$ cat src/wsc_map.svh
/*
 Register offsets, field positions, reset values and timing figures of the
 watchdog and supervisor block.
 Assumes it is included by its bare name wherever a constant is used.
*/
`ifndef WSC_MAP_SVH
`define WSC_MAP_SVH

// Register word addresses in memory block zero
`define WSC_ADDR_WD_LO     8'h08
`define WSC_ADDR_WD_HI     8'h09
`define WSC_ADDR_CHG       8'h0a
`define WSC_ADDR_FLAG      8'h0b
`define WSC_ADDR_CTRL      8'h0c

// Flag register bits
`define WSC_FLAG_OSF       7
`define WSC_FLAG_WF        6

// Control register bits
`define WSC_CTRL_OSCILLATOR_DISABLE_ON_BATTERY      7
`define WSC_CTRL_WDE       1
`define WSC_CTRL_WDRST     0

// Charger configuration fields
`define WSC_CHG_KEY_F      7:4
`define WSC_CHG_DIODE_F    3:2
`define WSC_CHG_RES_F      1:0
`define WSC_CHG_KEY        4'ha
`define WSC_DIODE_NONE     2'b01
`define WSC_DIODE_ONE      2'b10
`define WSC_RES_OFF        2'b00

// Reset values
`define WSC_CHG_RESET      8'h00
`define WSC_CTRL_BIT_RESET 1'b0
`define WSC_OSF_RESET      1'b1
`define WSC_WF_RESET       1'b0
`define WSC_WD_RESET       16'h0000

// Watchdog counter
`define WSC_WD_DIGITS      4
`define WSC_BCD_MAX        4'h9
`define WSC_WD_ONE         16'h0001

// Timing, in milliseconds, and the clock rate in kHz
`define WSC_CLK_KHZ        40
`define WSC_T_RST_MS       250
`define WSC_T_DEBOUNCE_MS  250
`define WSC_T_OSC_START_MS 1000

`endif

$ cat src/wsc_pkg.sv
/*
 Types shared by the watchdog and supervisor block.
 Assumes nothing of its surroundings.
*/
package wsc_pkg;

   typedef struct packed {
      logic       rd;
      logic       wr;
      logic [7:0] addr;
      logic [7:0] wdata;
   } wsc_req_t;

   typedef struct packed {
      logic       valid;
      logic       ack;
      logic [7:0] data;
   } wsc_rsp_t;

   typedef struct packed {
      logic       on;
      logic       diode;
      logic [1:0] res;
   } wsc_charger_t;

   typedef enum logic [2:0] {
      WSC_IDLE      = 3'b000,
      WSC_PFAIL     = 3'b001,
      WSC_HOLD      = 3'b010,
      WSC_DEBOUNCE  = 3'b011,
      WSC_WAIT_RISE = 3'b100
   } wsc_state_t;

endpackage : wsc_pkg

$ cat src/wsc_bcd_digit.sv
/*
 One BCD digit of the watchdog down counter, with load and borrow.
 Assumes load and dec are synchronous to clk; load wins over dec.
*/
`timescale 1ns/1ps
`default_nettype none
`include "wsc_map.svh"

module wsc_bcd_digit
   import wsc_pkg::*;
(
   input  wire logic       clk,
   input  wire logic       nrst,
   input  wire logic       load,
   input  wire logic [3:0] load_val,
   input  wire logic       dec,
   output var  logic [3:0] val,
   output      logic       is_zero
);

   always_ff @(posedge clk or negedge nrst) begin
      if (!nrst) begin
         val <= 4'h0;
      end else if (load) begin
         val <= load_val;
      end else if (dec) begin
         val <= is_zero ? `WSC_BCD_MAX : val - 4'h1;
      end
   end

   assign is_zero = (val == 4'h0);

endmodule : wsc_bcd_digit
`default_nettype wire

$ cat src/wsc_top.sv
/*
 Watchdog, reset supervisor and special-purpose registers.
 Assumes a serial slave front end that presents one-cycle byte requests,
 a 100 Hz tick pulse, and an open-drain reset pin resolved outside.
*/
`timescale 1ns/1ps
`default_nettype none
`include "wsc_map.svh"

// Operation
// - Watchdog is a four-digit BCD down counter at 08h-09h, 10 ms steps.
// - Writing the watchdog loads counter and seed; reloads use the seed.
// - Reading the watchdog returns a held snapshot; an enabled nonzero count reloads from the seed.
// - With enable clear, counter is still; registers are plain storage.
// - Zero written while enabled keeps the counter stopped, no flag.
// - Enabled nonzero counter drops each tick; at zero stops, sets flag.
// - Expiry with reset-drive set pulses reset low and blocks access.
// - A watchdog write, or a read while enabled, before expiry reloads from the seed.
// - Expiry with reset-drive clear only sets the flag.
// - Supply fault blocks access, holds reset low, then holds on.
// - Oscillator-off-on-battery adds startup time to that hold.
// - Outside a reset cycle a falling reset pin starts debounce.
// - After debounce wait for release, then hold reset low again.
// - Oscillator stop flag sets on run-to-stop; only writing 0 clears.
// - Expiry flag sets at zero, survives the pulse; only 0 clears.
// - Unused flag and control bits read zero and ignore writes.
// - Control bit 7 stops the oscillator only on battery power.
// - Control bit 1 enables watchdog, bit 0 selects reset drive.
// - Charger runs only with the key pattern in bits 7 to 4.
// - Diode code 01 none, 10 one; 00 and 11 disable charging.
// - Resistor code 01, 10, 11 select 250, 2k, 4k; 00 disables.
// - These registers sit at 08h to 0Ch behind the serial port.
module wsc_top
   import wsc_pkg::*;
#(
   parameter int unsigned RST_HOLD_CYC  = `WSC_T_RST_MS * `WSC_CLK_KHZ,
   parameter int unsigned DEBOUNCE_CYC  = `WSC_T_DEBOUNCE_MS * `WSC_CLK_KHZ,
   parameter int unsigned OSC_START_CYC = `WSC_T_OSC_START_MS * `WSC_CLK_KHZ,
   parameter int unsigned WD_DIGITS     = `WSC_WD_DIGITS
)
(
   input  wire logic         clk,
   input  wire logic         nrst,
   input  wire wsc_req_t     req,
   output var  wsc_rsp_t     rsp,
   input  wire logic         tick_100hz,
   input  wire logic         supply_ok,
   input  wire logic         on_battery,
   input  wire logic         osc_running,
   input  wire logic         rst_pin_in,
   output var  logic         rst_pin_out,
   output var  logic         rst_pin_oe,
   output var  logic         access_blocked,
   output var  logic         osc_stop_req,
   output var  wsc_charger_t charger
);

   ////////////////////////////////////////////////////////////////////////
   // Elaboration checks

   if (WD_DIGITS != 4) begin : g_bad_digits
      $error("wsc_top: watchdog must be four digits");
   end
   if (RST_HOLD_CYC < 8 || DEBOUNCE_CYC < 1 || OSC_START_CYC < 1) begin : g_bad_time
      $error("wsc_top: timing counts too small");
   end
   if (64'(RST_HOLD_CYC) + 64'(OSC_START_CYC) > 64'h7fffffff) begin : g_bad_sum
      $error("wsc_top: timing counts overflow the timer");
   end

   localparam logic [31:0] HOLD_LOAD = 32'(RST_HOLD_CYC);
   localparam logic [31:0] HOLD_OSC  = 32'(RST_HOLD_CYC + OSC_START_CYC);
   localparam logic [31:0] DB_LOAD   = 32'(DEBOUNCE_CYC);

   ////////////////////////////////////////////////////////////////////////
   // Declarations

   wsc_state_t  state;
   wsc_state_t  next_state;
   logic [31:0] timer;
   logic [31:0] next_timer;
   logic [15:0] count;
   logic [15:0] seed;
   logic [15:0] next_seed;
   logic [3:0]  dig_zero;
   logic [3:0]  borrow;
   logic        watchdog_enable;
   logic        wdrst;
   logic        oscillator_disable_on_battery;
   logic [7:0]  chg_cfg;
   logic        oscillator_stop_flag;
   logic        wf;
   logic        osc_prev;
   logic        pin_prev;
   logic [7:0]  rdata;
   logic        blocked;
   logic        acc_wr;
   logic        acc_rd;
   logic        hit_lo;
   logic        hit_hi;
   logic        hit_wd;
   logic        hit_chg;
   logic        hit_flag;
   logic        hit_ctrl;
   logic        mapped;
   logic        load_en;
   logic        run;
   logic        expire;
   logic        pin_fall;
   logic        osc_fall;
   logic        flag_clr_wf;
   logic        flag_clr_osf;

   ////////////////////////////////////////////////////////////////////////
   // Access decode

   // While any reset or power-fail cycle runs, requests are dropped whole
   assign blocked  = (state != WSC_IDLE);
   assign acc_wr   = req.wr & ~blocked;
   assign acc_rd   = req.rd & ~req.wr & ~blocked;
   assign hit_lo   = (req.addr == `WSC_ADDR_WD_LO);
   assign hit_hi   = (req.addr == `WSC_ADDR_WD_HI);
   assign hit_wd   = hit_lo | hit_hi;
   assign hit_chg  = (req.addr == `WSC_ADDR_CHG);
   assign hit_flag = (req.addr == `WSC_ADDR_FLAG);
   assign hit_ctrl = (req.addr == `WSC_ADDR_CTRL);
   assign mapped   = hit_wd | hit_chg | hit_flag | hit_ctrl;

   ////////////////////////////////////////////////////////////////////////
   // Watchdog counter and seed

   always_comb begin
      next_seed = seed;
      if (acc_wr & hit_lo) begin
         next_seed[7:0] = req.wdata;
      end
      if (acc_wr & hit_hi) begin
         next_seed[15:8] = req.wdata;
      end
   end

   always_ff @(posedge clk or negedge nrst) begin
      if (!nrst) begin
         seed <= `WSC_WD_RESET;
      end else begin
         seed <= next_seed;
      end
   end

   // Reads reload only a live count; after expiry the count stays at zero
   assign load_en = (acc_wr & hit_wd)
                  | (acc_rd & hit_wd & watchdog_enable & (count != 16'h0000));
   assign run     = watchdog_enable & (count != 16'h0000) & ~load_en;
   assign borrow[0] = run & tick_100hz;
   assign expire  = borrow[0] & (count == `WSC_WD_ONE);

   for (genvar i = 0; i < WD_DIGITS; i++) begin : g_digit
      if (i < WD_DIGITS - 1) begin : g_borrow
         assign borrow[i+1] = borrow[i] & dig_zero[i];
      end
      wsc_bcd_digit u_digit (
         .clk      (clk),
         .nrst     (nrst),
         .load     (load_en),
         .load_val (next_seed[4*i +: 4]),
         .dec      (borrow[i]),
         .val      (count[4*i +: 4]),
         .is_zero  (dig_zero[i])
      );
   end

   ////////////////////////////////////////////////////////////////////////
   // Reset sequencer

   assign pin_fall = pin_prev & ~rst_pin_in;

   always_comb begin
      next_state = state;
      next_timer = (timer != 32'h0) ? timer - 32'h1 : timer;
      unique case (state)
         WSC_IDLE: begin
            if (pin_fall) begin
               next_state = WSC_DEBOUNCE;
               next_timer = DB_LOAD;
            end else if (expire & wdrst) begin
               next_state = WSC_HOLD;
               next_timer = HOLD_LOAD;
            end
         end
         WSC_PFAIL: begin
            if (supply_ok) begin
               next_state = WSC_HOLD;
               next_timer = oscillator_disable_on_battery ? HOLD_OSC : HOLD_LOAD;
            end
         end
         WSC_HOLD: begin
            if (timer == 32'h1) begin
               next_state = WSC_IDLE;
            end
         end
         WSC_DEBOUNCE: begin
            if (timer == 32'h1) begin
               next_state = WSC_WAIT_RISE;
            end
         end
         WSC_WAIT_RISE: begin
            if (rst_pin_in) begin
               next_state = WSC_HOLD;
               next_timer = HOLD_LOAD;
            end
         end
         default: begin
            next_state = WSC_IDLE;
         end
      endcase
      // A supply fault overrides every other cycle
      if (!supply_ok) begin
         next_state = WSC_PFAIL;
         next_timer = 32'h0;
      end
   end

   always_ff @(posedge clk or negedge nrst) begin
      if (!nrst) begin
         state <= WSC_IDLE;
         timer <= 32'h0;
      end else begin
         state <= next_state;
         timer <= next_timer;
      end
   end

   always_ff @(posedge clk or negedge nrst) begin
      if (!nrst) begin
         pin_prev       <= 1'b1;
         rst_pin_out    <= 1'b0;
         rst_pin_oe     <= 1'b0;
         access_blocked <= 1'b0;
      end else begin
         pin_prev       <= rst_pin_in;
         rst_pin_out    <= 1'b0;
         // Pin released while waiting for the button, so release is seen
         rst_pin_oe     <= (next_state == WSC_PFAIL) | (next_state == WSC_HOLD)
                         | (next_state == WSC_DEBOUNCE);
         access_blocked <= (next_state != WSC_IDLE);
      end
   end

   ////////////////////////////////////////////////////////////////////////
   // Control and charger registers

   always_ff @(posedge clk or negedge nrst) begin
      if (!nrst) begin
         oscillator_disable_on_battery  <= `WSC_CTRL_BIT_RESET;
         watchdog_enable   <= `WSC_CTRL_BIT_RESET;
         wdrst <= `WSC_CTRL_BIT_RESET;
      end else if (acc_wr & hit_ctrl) begin
         oscillator_disable_on_battery  <= req.wdata[`WSC_CTRL_OSCILLATOR_DISABLE_ON_BATTERY];
         watchdog_enable   <= req.wdata[`WSC_CTRL_WDE];
         wdrst <= req.wdata[`WSC_CTRL_WDRST];
      end
   end

   always_ff @(posedge clk or negedge nrst) begin
      if (!nrst) begin
         chg_cfg <= `WSC_CHG_RESET;
      end else if (acc_wr & hit_chg) begin
         chg_cfg <= req.wdata;
      end
   end

   always_ff @(posedge clk or negedge nrst) begin
      if (!nrst) begin
         charger      <= '0;
         osc_stop_req <= 1'b0;
      end else begin
         charger.on    <= (chg_cfg[`WSC_CHG_KEY_F] == `WSC_CHG_KEY)
                        & ((chg_cfg[`WSC_CHG_DIODE_F] == `WSC_DIODE_NONE)
                        | (chg_cfg[`WSC_CHG_DIODE_F] == `WSC_DIODE_ONE))
                        & (chg_cfg[`WSC_CHG_RES_F] != `WSC_RES_OFF);
         charger.diode <= (chg_cfg[`WSC_CHG_DIODE_F] == `WSC_DIODE_ONE);
         charger.res   <= chg_cfg[`WSC_CHG_RES_F];
         osc_stop_req  <= oscillator_disable_on_battery & on_battery;
      end
   end

   ////////////////////////////////////////////////////////////////////////
   // Event flags

   assign osc_fall     = osc_prev & ~osc_running;
   assign flag_clr_wf  = acc_wr & hit_flag & ~req.wdata[`WSC_FLAG_WF];
   assign flag_clr_osf = acc_wr & hit_flag & ~req.wdata[`WSC_FLAG_OSF];

   // A set in the clearing cycle wins so no event is lost
   always_ff @(posedge clk or negedge nrst) begin
      if (!nrst) begin
         osc_prev <= 1'b0;
         oscillator_stop_flag      <= `WSC_OSF_RESET;
         wf       <= `WSC_WF_RESET;
      end else begin
         osc_prev <= osc_running;
         oscillator_stop_flag      <= osc_fall | (oscillator_stop_flag & ~flag_clr_osf);
         wf       <= expire | (wf & ~flag_clr_wf);
      end
   end

   ////////////////////////////////////////////////////////////////////////
   // Read data and response

   always_comb begin
      rdata = 8'h00;
      if (hit_lo) begin
         rdata = count[7:0];
      end else if (hit_hi) begin
         rdata = count[15:8];
      end else if (hit_chg) begin
         rdata = chg_cfg;
      end else if (hit_flag) begin
         rdata[`WSC_FLAG_OSF] = oscillator_stop_flag;
         rdata[`WSC_FLAG_WF]  = wf;
      end else if (hit_ctrl) begin
         rdata[`WSC_CTRL_OSCILLATOR_DISABLE_ON_BATTERY]  = oscillator_disable_on_battery;
         rdata[`WSC_CTRL_WDE]   = watchdog_enable;
         rdata[`WSC_CTRL_WDRST] = wdrst;
      end
   end

   // The response data flop is the holding register for watchdog reads
   always_ff @(posedge clk or negedge nrst) begin
      if (!nrst) begin
         rsp <= '0;
      end else begin
         rsp.valid <= req.rd | req.wr;
         rsp.ack   <= (req.rd | req.wr) & ~blocked & mapped;
         rsp.data  <= (acc_rd & mapped) ? rdata : 8'h00;
      end
   end
endmodule : wsc_top
`default_nettype wire

$ cat config.mk
export PLATFORM = sky130hd
export DESIGN_NAME = wsc_top
export DESIGN_NICKNAME = d
export VERILOG_FILES = /design/src/wsc_pkg.sv /design/src/wsc_bcd_digit.sv /design/src/wsc_top.sv
export VERILOG_INCLUDE_DIRS = /design/src
export SDC_FILE = /design/constraint.sdc
export NUM_CORES = 1
export LEC_CHECK = 0
export ABC_AREA = 1
export BUFFER_PORTS_ARGS = -buffer_cell sky130_fd_sc_hd__buf_2
export CAP_MARGIN = 10
export CORE_UTILIZATION = 65
export CTS_BUF_LIST = sky130_fd_sc_hd__clkbuf_4
export CTS_CLUSTER_SIZE = 24
export DETAILED_ROUTE_END_ITERATION = 10
export MAX_ROUTING_LAYER = met4
export PLACE_DENSITY = 0.87
export SLEW_MARGIN = 10
export SYNTH_ARGS = -nofsm -noshare
export SYNTH_HDL_FRONTEND = slang
export SYNTH_HIERARCHICAL = 1
export SYNTH_SLANG_ARGS = --single-unit
$ cat constraint.sdc
create_clock -name clk -period 4.5 [get_ports clk]
set_input_delay 0.45 -clock clk [delete_from_list [all_inputs] [get_ports clk]]
set_output_delay 0.45 -clock clk [all_outputs]
set_load 0.1 [all_outputs]
After elaboration in Yosys (flattened, before gate mapping)
Index checks and enable logic that the tools add are counted.

Bitwise gates (word level): 52. Muxes and demuxes: 39. Reductions and logical operators: 14. Equality and inequality tests: 17. Add/subtract/negate cells: 5.

Operators with widths (number): two-way mux 32 bit (5); case mux 32 bit (3 select lines) (1); two-way mux 4 bit (13); == test 8 x 4 -> 1 bit (second input constant) (5); two-way mux 8 bit (5); AND 1 bit (32); == test 32 x 1 -> 1 bit (second input constant) (1); nonzero test 32 bit (1); subtractor 32 x 1 -> 32 bit (second input constant) (1); two-way mux 3 bit (6); == test 16 x 1 -> 1 bit (second input constant) (1); logical NOT 4 bit (4); two-way mux 16 bit (1); nonzero test 16 bit (1); subtractor 4 x 1 -> 4 bit (second input constant) (4); case mux 3 bit (5 select lines) (1); == test 3 x 2 -> 1 bit (second input constant) (4); OR 1 bit (11); nonzero test 2 bit (5); inverter 1 bit (9); two-way mux 2 bit (4); == test 3 x 1 -> 1 bit (second input constant) (2); nonzero test 3 bit (2); == test 4 bit (second input constant) (1); other kinds (5) (7).

Word-level logic and storage cells: 151. Input port bits: 25. Register bits after elaboration: 99. Output and inout bits: 18.

Depth between registers and ports, before layout
Gate-level depths: netlist (run 1).

Depth in word-level cells: 19. Mapped depth: 14. Gate-level depth less buffers: 14.

Modules after synthesis
Netlist (run 1), hierarchy kept.

By module, submodules not included: wsc_top (seq. area each 2079.5 µm², area an instance 4352.9 µm², cells each 545, instances 1); wsc_bcd_digit (seq. area each 100.1 µm², area an instance 252.7 µm², cells each 36, instances 4).

Least setup slack after synthesis (run 1)
No wires, ideal clock.

Path kind: input to register. Start point: input req[15] (netlist name). End point: register g_digit[0].u_digit.val[2]. Slack: 2.555 ns. Data required time: 4.378 ns. Arrival: 1.823 ns. Stages on the path: 10. Buffers on the path: 0. Setup time: 0.122 ns. Cells stage by stage: nor2_1 nand2_1 nor2_2 nand3_1 nor2_1 nor2_2 inv_1 nor2_2 a22oi_1 nand2_1.

Cells in the longest elaborated chain, start to end: 10. Elaborated cells on any way between the ends: 15. Those cells by class: eq/ne: 2; mux: 2; bitwise: 10; reduce/logical: 1.

RTL lines: from (decl) (RTL line wsc_top.sv:44) `input wire wsc_req_t req,`; == test 8 x 4 -> 1 bit (no line); OR 1 bit (*) (RTL line wsc_top.sv:123) `assign hit_wd = hit_lo | hit_hi;`; AND 1 bit (3 in a row) (RTL line wsc_top.sv:152) `| (acc_rd & hit_wd & watchdog_enable & (count != 16'h0000));`; OR 1 bit (*) (RTL line wsc_top.sv:152); named net load_en (RTL line wsc_top.sv:106) `logic load_en;`; inverter 1 bit (RTL line wsc_top.sv:153) `assign run = watchdog_enable & (count != 16'h0000) & ~load_en;`; AND 1 bit (RTL line wsc_top.sv:153); AND 1 bit (RTL line wsc_top.sv:154) `assign borrow[0] = run & tick_100hz;`; nonzero test 2 bit (no line); to (signal assigned) (RTL line wsc_bcd_digit.sv:25) `val <= load_val;`; to (signal assigned) (RTL line wsc_bcd_digit.sv:27) `` val <= is_zero ? `WSC_BCD_MAX : val - 4'h1; ``; to (decl) (RTL line wsc_bcd_digit.sv:17) `output var logic [3:0] val,`.

The timed path passes the listed nets; every way through them passes the cells marked *. A chain may end at the register's enable or synchronous reset.

Worst setup path after layout (run 1)
Start point: register state[1]. End point: register g_digit[2].u_digit.val[2].

Cells in the longest elaborated chain, start to end: 13. Elaborated cells on any way between the ends: 18. Those cells by class: mux: 2; bitwise: 14; reduce/logical: 2.

RTL lines: from (decl) (RTL line wsc_top.sv:78) `wsc_state_t state;`; from (signal assigned) (RTL line wsc_top.sv:228) `state <= next_state;`; nonzero test 3 bit (*) (RTL line wsc_top.sv:118) `assign blocked = (state != WSC_IDLE);`; inverter 1 bit (*) (RTL line wsc_top.sv:119, wsc_top.sv:120); AND 1 bit (RTL line wsc_top.sv:120) `assign acc_rd = req.rd & ~req.wr & ~blocked;`; AND 1 bit (3 in a row) (RTL line wsc_top.sv:152); OR 1 bit (*) (RTL line wsc_top.sv:152); named net load_en (RTL line wsc_top.sv:106); inverter 1 bit (RTL line wsc_top.sv:153); AND 1 bit (RTL line wsc_top.sv:153); AND 1 bit (RTL line wsc_top.sv:154); AND 1 bit (2 in a row) (RTL line wsc_top.sv:159) `assign borrow[i+1] = borrow[i] & dig_zero[i];`; nonzero test 2 bit (no line); to (signal assigned) (RTL line wsc_bcd_digit.sv:25); to (signal assigned) (RTL line wsc_bcd_digit.sv:27); to (decl) (RTL line wsc_bcd_digit.sv:17).

Marked as above.

==> flow_metrics.py, run 1 <==
metrics = {
    "global_routing": {
        "track_usage_pct": 34.0,
        "grt_overflow": 0,
        "grt_pass1_wl_um": 22100,
        "grt_max_degree": 64,
        "grt_pass1_vias": 4620,
        "antenna_found_initial": 0,
    },
    "critical_path": {
        "startpoint_type": "register",
        "path_buf_inv": 2,
        "cp_slowest_stage_delay_ns": 0.64,
        "rr_startpoint": "state[1]",
        "path_common_cell": "nor2_2",
        "arrival_ns": 2.70,
        "worstPathMaxFanout": 24,
        "startpoint": "state[1]",
        "crit_slowest_cell": "inv_1",
        "crit_family": "simple AND/OR/NAND/NOR gates",
        "path_cells": "nor2_2 -> nand2_2 -> inv_1 -> nand2_1 -> nor2_2 -> nor2_2 -> inv_1 -> nor2_2 -> a22oi_1 -> nand2_1",
        "worstPathRequired_ns": 4.85,
        "path_class": "register to register",
        "worstSetupEndpointType": "register",
    },
    "routing": {
        "dr_wl_met2_um": 6210,
        "num_vias": 4819,
        "ant_nets": 0,
        "dr.pass1.iters": 5,
        "drtIter0Drc": 402,
        "wirelength_met1_um": 5410,
        "drt_wl_total_um": 12800,
        "routedWlPerCell_um": 15.2,
        "drc": 0,
        "via_per_inst": 5.73,
        "met3_length_um": 882,
        "topRoutingLayerUsed": "met4",
    },
    "final_layout": {
        "syn_to_final_growth_pct": 8.61,
        "post-route-cell-area_sq_mm": 0.00583,
        "nNetsFinal": 762,
        "diodes": 0,
        "drive_above_1_share_pct": 17.7,
    },
    "logic_synthesis": {
        "synth_top_family_by_area": "simple AND/OR/NAND/NOR gates",
        "synthTopCellsByCount": "nand2_1, nor2_1, dfrtp_1, inv_1, o21ai_0",
        "ys_async_sr_fraction_pct": 100,
        "synth_fa_ha_area_share_pct": 0.700,
        "yosys.area_share.simple_pct": 32.9,
        "synth_area_leaders": "dfrtp_1, nand2_1, nor2_1, inv_1, o21ai_0",
        "synth-seq-cells": 99,
        "yosysMostFrequentCell": "nand2_1",
        "synth_fp_nets": 717,
        "seq_area_frac_synth_pct": 46.2,
        "yosys_warnings": 6,
        "synth_top_area_cell": "dfrtp_1",
        "synthMuxAreaShare_pct": 0,
        "synth-edff-count": 0,
        "synthXorXnorAreaFrac_pct": 3.27,
        "avgSynthCellArea_sq_um": 7.79,
        "synth_top_flop_cell": "dfrtp_1",
        "synthDistinctLibCells": 44,
        "synth_top_area_share_pct": 45.3,
        "synthCells": 689,
        "netlist_area_sq_mm": 0.00536,
        "synth_compound_area_share_pct": 9.94,
    },
    "sta": {
        "tightest_slew_ns": 0.887,
        "hold_violations": 0,
        "max-slew-margin-rel_pct": 40.8,
        "final_max_slew_viol_count": 0,
        "setup_tns_ns": 0,
        "setup_viol": 0,
        "fmax_mhz": 425,
        "timing.final.crit_share_pct": 52.3,
        "finalCriticalPeriod_ns": 2.35,
        "fin_skew_ns": 0.0213,
        "rsz0062_at_grt": "no",
    },
    "cts": {
        "cts_buffer_depth": 2,
        "cts_tree": "built",
        "post_cts_resized": 0,
        "cts.sinks": 99,
        "cts_setup_buffers": 0,
        "cts_max_level": 3,
        "clkLatencyLatePin_ns": 0.45,
        "numCtsBuffers": 9,
        "cts.clk_slew.worst_paths_ns": 0.16,
        "ctsHoldBuffers": 0,
        "cts-root-buf": "clkbuf_4",
    },
    "place": {
        "gp_congestion": 0.921,
        "portBuffers": 41,
        "placed_area_sq_mm": 0.00566,
        "dp_hpwl_um": 9740,
    },
    "die": {
        "design.die.area_sq_mm": 0.00862,
        "ios": 43,
        "coreArea_sq_mm": 0.00785,
        "num_rows": 32,
        "start_util_pct": 68.4,
        "die_h_um": 92.8,
        "die-width_um": 92.8,
    },
    "job": {
        "maxCapViolations": 0,
    },
    "status": {
        "outcome": "finished clean",
    },
    "power_and_ir_drop": {
        "vdd_drop_max_mv": 0.190,
        "p_leak_nw": 3.11,
        "powerDensity_mw_per_mm2": 345,
    },
    "min_path": {
        "hold_path.class": "input port to asynchronous set/reset pin",
    },
}
==> kinds of logic after synthesis <==
group | after synthesis
other | 1
adders and majority gates | 3
and+or+nand+nor | 387
AOI/OAI and AO/OA | 86
xor gates and xnor gates | 20
DFF | 99
buffers and inverters | 93
==> power by group <==
group | leakage [nW] | internal (W) | switching, W
sequential | 1.30 | 0.000936 | 0.0000651
clock | 0.0892 | 0.000243 | 0.000298
combinational | 1.72 | 0.000152 | 0.000318
total | 3.11 | 0.00133 | 0.000681
==> cells in the final DEF, fill, tap and decap left out, drive strengths merged, types with 4 or more instances in the layout <==
master  instances
xnor2           4
nor2          139
a21oi           5
a221oi          6
nor3           13
o21ai          55
buf            42
nand2         169
clkbuf         11
nand3b          5
dfrtp          97
nor4            7
inv            86
o211ai          5
nand3          31
a22oi           4
nand4          17
xor2           16
==> sequential cells by signal, summed over array words and instances, names as in the netlist <==
register and flops:
rst_pin_oe 1, charger 4, oscillator_stop_flag 1, access_blocked 1
g_digit.u_digit/val 16, rsp 10, seed 16, osc_stop_req 1
state 3, watchdog_enable 1, wdrst 1, timer 32
oscillator_disable_on_battery 1, wf 1, pin_prev 1, osc_prev 1
chg_cfg 8
==> metrics by stage <==
step	hold WS (ns)	utilization, %	std cells	worst slack [ns]	power, W
global route	0.0645	74.2	841	1.99	0.00213
CTS	0.0809	74.2	841	2.17	0.00201
finish	0.0673	74.2	841	2.15	0.00201
floorplan	0.154	-	689	2.55	0.00136
detailed placement	0.439	72.1	825	2.04	0.00148
global placement	0.433	72.1	825	2.22	0.00147
==> cell type report <==
type	count	area, sq um
clock inverters	5	87.6
well taps	102	128
fillers	625	2020
repair buffers	42	215
multi-input cells	497	2510
flip-flops and latches	99	2480
clock buffers	11	82.6
inverters	85	319
==> path summary, 6_finish.rpt <==
path                                             end  slack, ns  cells after the start
max                        g_digit[2].u_digit/val[2]       2.15                     10
min                                         seed[13]       0.07                      1
max reg2reg                g_digit[2].u_digit/val[2]       2.15                     10
min reg2reg                               charger[1]       0.48                      0
max in group asynchronous                   pin_prev       3.44                      2
min in group clk                            pin_prev       0.10                      1
==> per-layer routing <==
metal  up-vias  track usage, %
met5         -               -
met4         0            8.33
met3        35            6.16
met2       207            55.3
met1      2258            44.6
li1       2319               -
Power figures use the tool's default switching activity.
==> run 2, diff against run 1 <==
--- a/config.mk
+++ b/config.mk
@@ -6,15 +6,15 @@
 export SDC_FILE = /design/constraint.sdc
 export NUM_CORES = 1
 export LEC_CHECK = 0
-export ABC_AREA = 1
+export ABC_AREA = 0
 export BUFFER_PORTS_ARGS = -buffer_cell sky130_fd_sc_hd__buf_2
 export CAP_MARGIN = 10
-export CORE_UTILIZATION = 65
+export CORE_UTILIZATION = 56
 export CTS_BUF_LIST = sky130_fd_sc_hd__clkbuf_4
 export CTS_CLUSTER_SIZE = 24
 export DETAILED_ROUTE_END_ITERATION = 10
 export MAX_ROUTING_LAYER = met4
-export PLACE_DENSITY = 0.87
+export PLACE_DENSITY = 0.8
 export SLEW_MARGIN = 10
 export SYNTH_ARGS = -nofsm -noshare
 export SYNTH_HDL_FRONTEND = slang
==> constraint.sdc (replaced) <==
create_clock -name clk -period 2 [get_ports clk]
set_input_delay 0.2 -clock clk [delete_from_list [all_inputs] [get_ports clk]]
set_output_delay 0.2 -clock clk [all_outputs]
set_load 0.1 [all_outputs]
==> run 2 against run 1 <==
The run now ends with setup timing left. Clock-buffer cell count fell by 2. Global-route usage decreased by 0.18 points. Die area increased by 7.3%.
==> flow_metrics.py, run 2 <==
metrics = {
    "status": {
        "outcome": "finished, violations left",
        "violations": "setup timing",
    },
    "sta": {
        "fmax_mhz": 411,
        "timing.final.crit_share_pct": 122,
        "max-slew-margin-rel_pct": 57.6,
        "finalCriticalPeriod_ns": 2.44,
        "tightest_slew_ns": 0.632,
        "final_max_slew_viol_count": 0,
        "setup_slack_ns": -0.436,
        "hold_violations": 0,
        "fin_skew_ns": 0.0228,
        "setup_viol": 53,
        "rsz0062_at_grt": "yes",
    },
    "final_layout": {
        "finish.utilization_pct": 84.2,
        "layout_common_cells": "dfrtp_1, buf_4, nor2_1",
        "top_register": "timer",
        "reg_top3": "timer (32), g_digit.u_digit/val (16), seed (16)",
        "syn_to_final_growth_pct": 42.1,
        "nNetsFinal": 660,
        "multi_input_area_sq_mm": 0.00296,
        "final_common_cell": "dfrtp_1",
        "nFillCells": 389,
        "register_area_sq_mm": 0.00248,
        "post-route-cell-area_sq_mm": 0.00706,
        "final_cell_count_no_fill": 742,
        "diodes": 0,
        "largest_reg_flops": 32,
        "drive_above_1_share_pct": 46.6,
    },
    "critical_path": {
        "cp.depth": 9,
        "rr_startpoint": "timer[7]",
        "ff2ff_path_depth": 9,
        "path_cells": "or4_4 -> buf_4 -> nor4_4 -> buf_4 -> o21ai_4 -> buf_4 -> nor4_4 -> xnor2_1 -> nor2_1",
        "worstPathRequired_ns": 2.37,
        "arrival_ns": 2.80,
        "path_buf_inv": 3,
        "path_common_cell": "buf_4",
        "critPathCapture": "timer[28]",
        "startpoint": "timer[7]",
        "crit_slowest_cell": "or4_4",
        "startpoint_type": "register",
        "timing.rr.end": "timer[28]",
        "path_class": "register to register",
        "rrSetupSlack_ns": -0.44,
        "worstSetupEndpointType": "register",
        "cp_slowest_stage_delay_ns": 0.55,
        "worstPathMaxFanout": 5,
        "crit_family": "simple AND/OR/NAND/NOR gates",
    },
    "logic_synthesis": {
        "synthCells": 469,
        "yosys_warnings": 6,
        "netlist_area_sq_mm": 0.00497,
        "avgSynthCellArea_sq_um": 10.6,
        "synth_fp_nets": 497,
    },
    "routing": {
        "drt_wl_total_um": 16400,
        "ant_nets": 0,
        "drtIter0Drc": 406,
        "drc": 0,
        "num_vias": 4761,
        "dr.pass1.iters": 6,
        "routedWlPerCell_um": 22.1,
        "via_per_inst": 6.42,
    },
    "power_and_ir_drop": {
        "p_leak_nw": 3.17,
        "powerDensity_mw_per_mm2": 757,
        "vdd_drop_max_mv": 0.510,
    },
    "die": {
        "ios": 43,
        "die-width_um": 96.2,
        "start_util_pct": 59.2,
        "design.die.area_sq_mm": 0.00925,
        "coreArea_sq_mm": 0.00838,
        "num_rows": 33,
        "die_h_um": 96.2,
    },
    "cts": {
        "numCtsBuffers": 9,
        "cts_tree": "built",
        "clkLatencyLatePin_ns": 0.48,
        "cts_buffer_depth": 2,
        "cts_max_level": 3,
        "cts.clk_slew.worst_paths_ns": 0.16,
        "cts.sinks": 99,
        "cts-root-buf": "clkbuf_4",
    },
    "global_routing": {
        "antenna_found_initial": 0,
        "grt_pass1_vias": 4529,
        "grt_pass1_wl_um": 22500,
        "track_usage_pct": 33.8,
        "grt_overflow": 0,
        "grt_max_degree": 40,
    },
    "min_path": {
        "hold_path.class": "input port to register",
    },
    "place": {
        "placed_area_sq_mm": 0.00609,
        "dp_slack_ns": -0.533,
        "gp_congestion": 0.930,
        "dp_hpwl_um": 9080,
        "dp_cells": 697,
        "portBuffers": 41,
    },
    "job": {
        "maxCapViolations": 0,
    },
}
[run 2: final cells by class]
cell class              count  share of cell area (%)
repair buffers            165                    18.5
flip-flops and latches     99                    35.2
inverters                   9                   0.479
clock buffers               9                   0.958
well taps                 105                    1.86
clock inverters             7                    1.10
multi-input cells         348                    42.0
[run 2: worst min-delay path by stage]
| stage | cells past startpoint | slack (ns) | end | from |
|---|---|---|---|---|
| 5_1_grt | 2 | -0.01 | chg_cfg[0] | req[0] |
| 6_report | 2 | 0.02 | rst_pin_oe | supply_ok |
| 4_1_cts | 2 | 0.003 | chg_cfg[5] | req[5] |
| 3_5_place_dp | 1 | 0.22 | timer[2] | nrst |
| 3_3_place_gp | 1 | 0.21 | timer[2] | nrst |
| 2_1_floorplan | 0 | -0.1 | access_blocked | nrst |
[run 2: report_power, final]
group	switching, W	total [W]	leakage [nW]	internal [W]
Clock	0.000750	0.00114	0.0701	0.000389
Combinational	0.00108	0.00201	1.76	0.000931
Sequential	0.0000835	0.00219	1.34	0.00211
[run 2: stage by stage]
stage               setup TNS, ns  hold WS, ns  total power, W
detailed placement         -13.99        0.215         0.00366
finish                     -14.23       0.0184         0.00534
global route               -18.22      -0.0134         0.00554
CTS                         -8.53      0.00294         0.00494
global placement            -9.73        0.211         0.00360
floorplan                   -7.64      -0.0956         0.00307
[run 2: worst reg2reg max path: cells and delay by family (launching register included)]
family	cells	cell delay (ns)
buffers and inverters	3	0.49
DFF	1	0.45
xor gates and xnor gates	1	0.19
and+or+nand+nor	4	1.11
AOI/OAI and AO/OA	1	0.09
[run 2: timing repair]
action	in CTS	in global routing
pin swaps	33	40
hold buffers	8	1
gates resized for setup	75	52
hold endpoints to repair	45	1
setup endpoints to repair	53	61
setup buffers	5	14
cloned	3	0
[run 2: routing by layer]
layer | up-vias | GRT usage [%] | wire length, um | part of all wire [%]
li1 | 2003 | - | - | -
met1 | 2336 | 40.9 | 6180 | 38
met2 | 327 | 55.1 | 8030 | 49
met3 | 95 | 7.50 | 1450 | 8.9
met4 | 0 | 13.6 | 739 | 4.5
met5 | - | - | 0 | 0
==> run 3, diff against run 2 <==
==> constraint.sdc (replaced) <==
create_clock -name clk -period 2 [get_ports clk]
set_input_delay 0.3 -clock clk [delete_from_list [all_inputs] [get_ports clk]]
set_output_delay 0.3 -clock clk [all_outputs]
set_load 0.1 [all_outputs]
==> run 3 against run 2 <==
The run still ends with setup timing left. Sequential share of layout area up 0.66 points. Core utilization down 1.6 points. Wire length up 3.7%. Setup slack worse by 0.050 ns. Clock power about the same. Final area down 1.8%. Global-route usage up 0.99 points. Non-clock buffer count down 7. Power down 0.88%. Via count up 0.27%. Hold slack better by 0.047 ns. First-iteration DRC count down 14%.
==> flow_metrics.py, run 3 (same netlist as run 2, synthesis figures left out) <==
metrics = {
    "critical_path": {
        "startpoint": "timer[17]",
        "critPathCapture": "timer[27]",
        "startpoint_type": "register",
        "rr_startpoint": "timer[17]",
        "rrSetupSlack_ns": -0.49,
        "timing.rr.end": "timer[27]",
        "path_class": "register to register",
        "worstSetupEndpointType": "register",
        "worstPathRequired_ns": 2.38,
        "worstPathMaxFanout": 5,
        "ff2ff_path_depth": 9,
        "arrival_ns": 2.86,
    },
    "routing": {
        "drc": 0,
        "dr_wl_met2_um": 8200,
        "dr.pass1.iters": 7,
        "num_vias": 4774,
        "ant_nets": 0,
        "met3_length_um": 1530,
        "drtIter0Drc": 349,
        "routedWlPerCell_um": 23.2,
        "wirelength_met1_um": 6390,
        "topRoutingLayerUsed": "met4",
        "via_per_inst": 6.50,
        "drt_wl_total_um": 17000,
    },
    "power_and_ir_drop": {
        "p_seq_share_pct": 41.3,
        "powerDensity_mw_per_mm2": 764,
        "p_int_w": 0.00338,
        "p_leak_nw": 3.14,
        "power.switching_w": 0.00191,
        "p_sw_share_pct": 36.1,
        "p_clk_share_pct": 21.4,
        "pwr-share-comb_pct": 37.2,
        "vdd_drop_max_mv": 0.564,
    },
    "die": {
        "num_rows": 33,
        "ios": 43,
        "start_util_pct": 59.2,
        "die-width_um": 96.2,
        "design.die.area_sq_mm": 0.00925,
        "coreArea_sq_mm": 0.00838,
        "die_h_um": 96.2,
    },
    "job": {
        "maxCapViolations": 0,
    },
    "sta": {
        "hold_violations": 0,
        "setup_slack_ns": -0.485,
        "rsz0062_at_grt": "yes",
        "fmax_mhz": 402,
        "max-slew-margin-rel_pct": 58.0,
        "hold_slack_ns": 0.0652,
        "fin_skew_ns": 0.0303,
        "timing.final.crit_share_pct": 124,
        "tightest_slew_ns": 0.626,
        "final_max_slew_viol_count": 0,
        "setup_viol": 53,
        "finalCriticalPeriod_ns": 2.49,
    },
    "cts": {
        "cts_tree": "built",
        "numCtsBuffers": 9,
        "cts.clk_slew.worst_paths_ns": 0.17,
        "cts_max_level": 3,
        "clkLatencyLatePin_ns": 0.48,
        "cts-root-buf": "clkbuf_4",
        "cts.sinks": 99,
        "cts_buffer_depth": 2,
    },
    "global_routing": {
        "antenna_found_initial": 0,
        "grt_pass1_wl_um": 23100,
        "grt_overflow": 0,
        "track_usage_pct": 34.8,
        "grt_pass1_vias": 4540,
        "grt_max_degree": 39,
    },
    "final_layout": {
        "top_register": "timer",
        "diodes": 0,
        "post-route-cell-area_sq_mm": 0.00693,
        "reg_top3": "timer (32), g_digit.u_digit/val (16), seed (16)",
        "multi_input_area_sq_mm": 0.00292,
        "layout_common_cells": "dfrtp_1, buf_4, nor2_1",
        "nFillCells": 423,
        "nNetsFinal": 652,
        "syn_to_final_growth_pct": 39.5,
        "final_common_cell": "dfrtp_1",
        "drive_above_1_share_pct": 46.4,
        "register_area_sq_mm": 0.00248,
        "largest_reg_flops": 32,
    },
    "min_path": {
        "hold_path.class": "input port to register",
    },
    "status": {
        "outcome": "finished, violations left",
        "violations": "setup timing",
    },
    "place": {
        "gp_congestion": 0.860,
        "placed_area_sq_mm": 0.00611,
        "portBuffers": 41,
        "dp_hpwl_um": 9070,
    },
}
run 3: stage by stage:
step / total power [W] / std cells / utilization, % / setup WS (ns) / TNS [ns]
2_1_floorplan: 0.00307 / 469 / - / -0.373 / -7.71
3_3_place_gp: 0.00360 / 697 / 72.9 / -0.299 / -9.91
3_5_place_dp: 0.00367 / 697 / 72.9 / -0.396 / -12.83
4_1_cts: 0.00497 / 727 / 79.4 / -0.322 / -8.09
5_1_grt: 0.00548 / 734 / 82.6 / -0.598 / -20.30
6_report: 0.00529 / 734 / 82.6 / -0.485 / -15.84
run 3: power groups by stage:
stage	combinational (W)	clock, W	sequential (W)
finish	0.00197	0.00113	0.00219
floorplan	0.000785	0	0.00229
global route	0.00206	0.00122	0.00219
global placement	0.00140	0	0.00220
CTS	0.00167	0.00113	0.00218
detailed placement	0.00145	0	0.00221
run 3: worst max-delay path: stages, from the launching register on:
cell and delay, ns:
dfrtp_1 0.41, or4_4 0.55, nand4b_1 0.28, buf_4 0.22
buf_6 0.13, nor3_4 0.24, buf_4 0.23, nor4_4 0.06
xnor2_1 0.21, nor2_1 0.07
run 3: per-layer routing:
metal | up-vias | track usage [%]
li1 | 1987 | -
met5 | - | -
met4 | 0 | 17.3
met2 | 328 | 55.2
met3 | 98 | 4.98
met1 | 2361 | 43.8
run 3: worst min path at each step:
stage	from	end	slack, ns	cells after the start
4_1_cts	on_battery	osc_stop_req	0.04	2
3_5_place_dp	nrst	timer[2]	0.31	1
6_report	on_battery	osc_stop_req	0.07	2
2_1_floorplan	nrst	access_blocked	0.004	0
3_3_place_gp	nrst	timer[2]	0.30	1
5_1_grt	on_battery	osc_stop_req	0.06	2
run 3: repair_timing:
item                                   4_1_cts  5_1_grt
setup endpoints to repair                   53       54
hold buffers                                 3        0
setup buffers                               10        9
pin swaps                                   38       34
endpoints found under the hold margin       35        0
cloned                                       2        0
resized for setup                           70       46
run 3: final cells by class:
| type | count | share of cell area, % |
|---|---|---|
| Multi-Input combinational cell | 347 | 42.2 |
| Sequential cell | 99 | 35.8 |
| Timing Repair Buffer | 158 | 17.5 |
| Tap cell | 105 | 1.90 |
| Clock inverter | 7 | 1.10 |
| Clock buffer | 9 | 0.976 |
| Inverter | 9 | 0.488 |
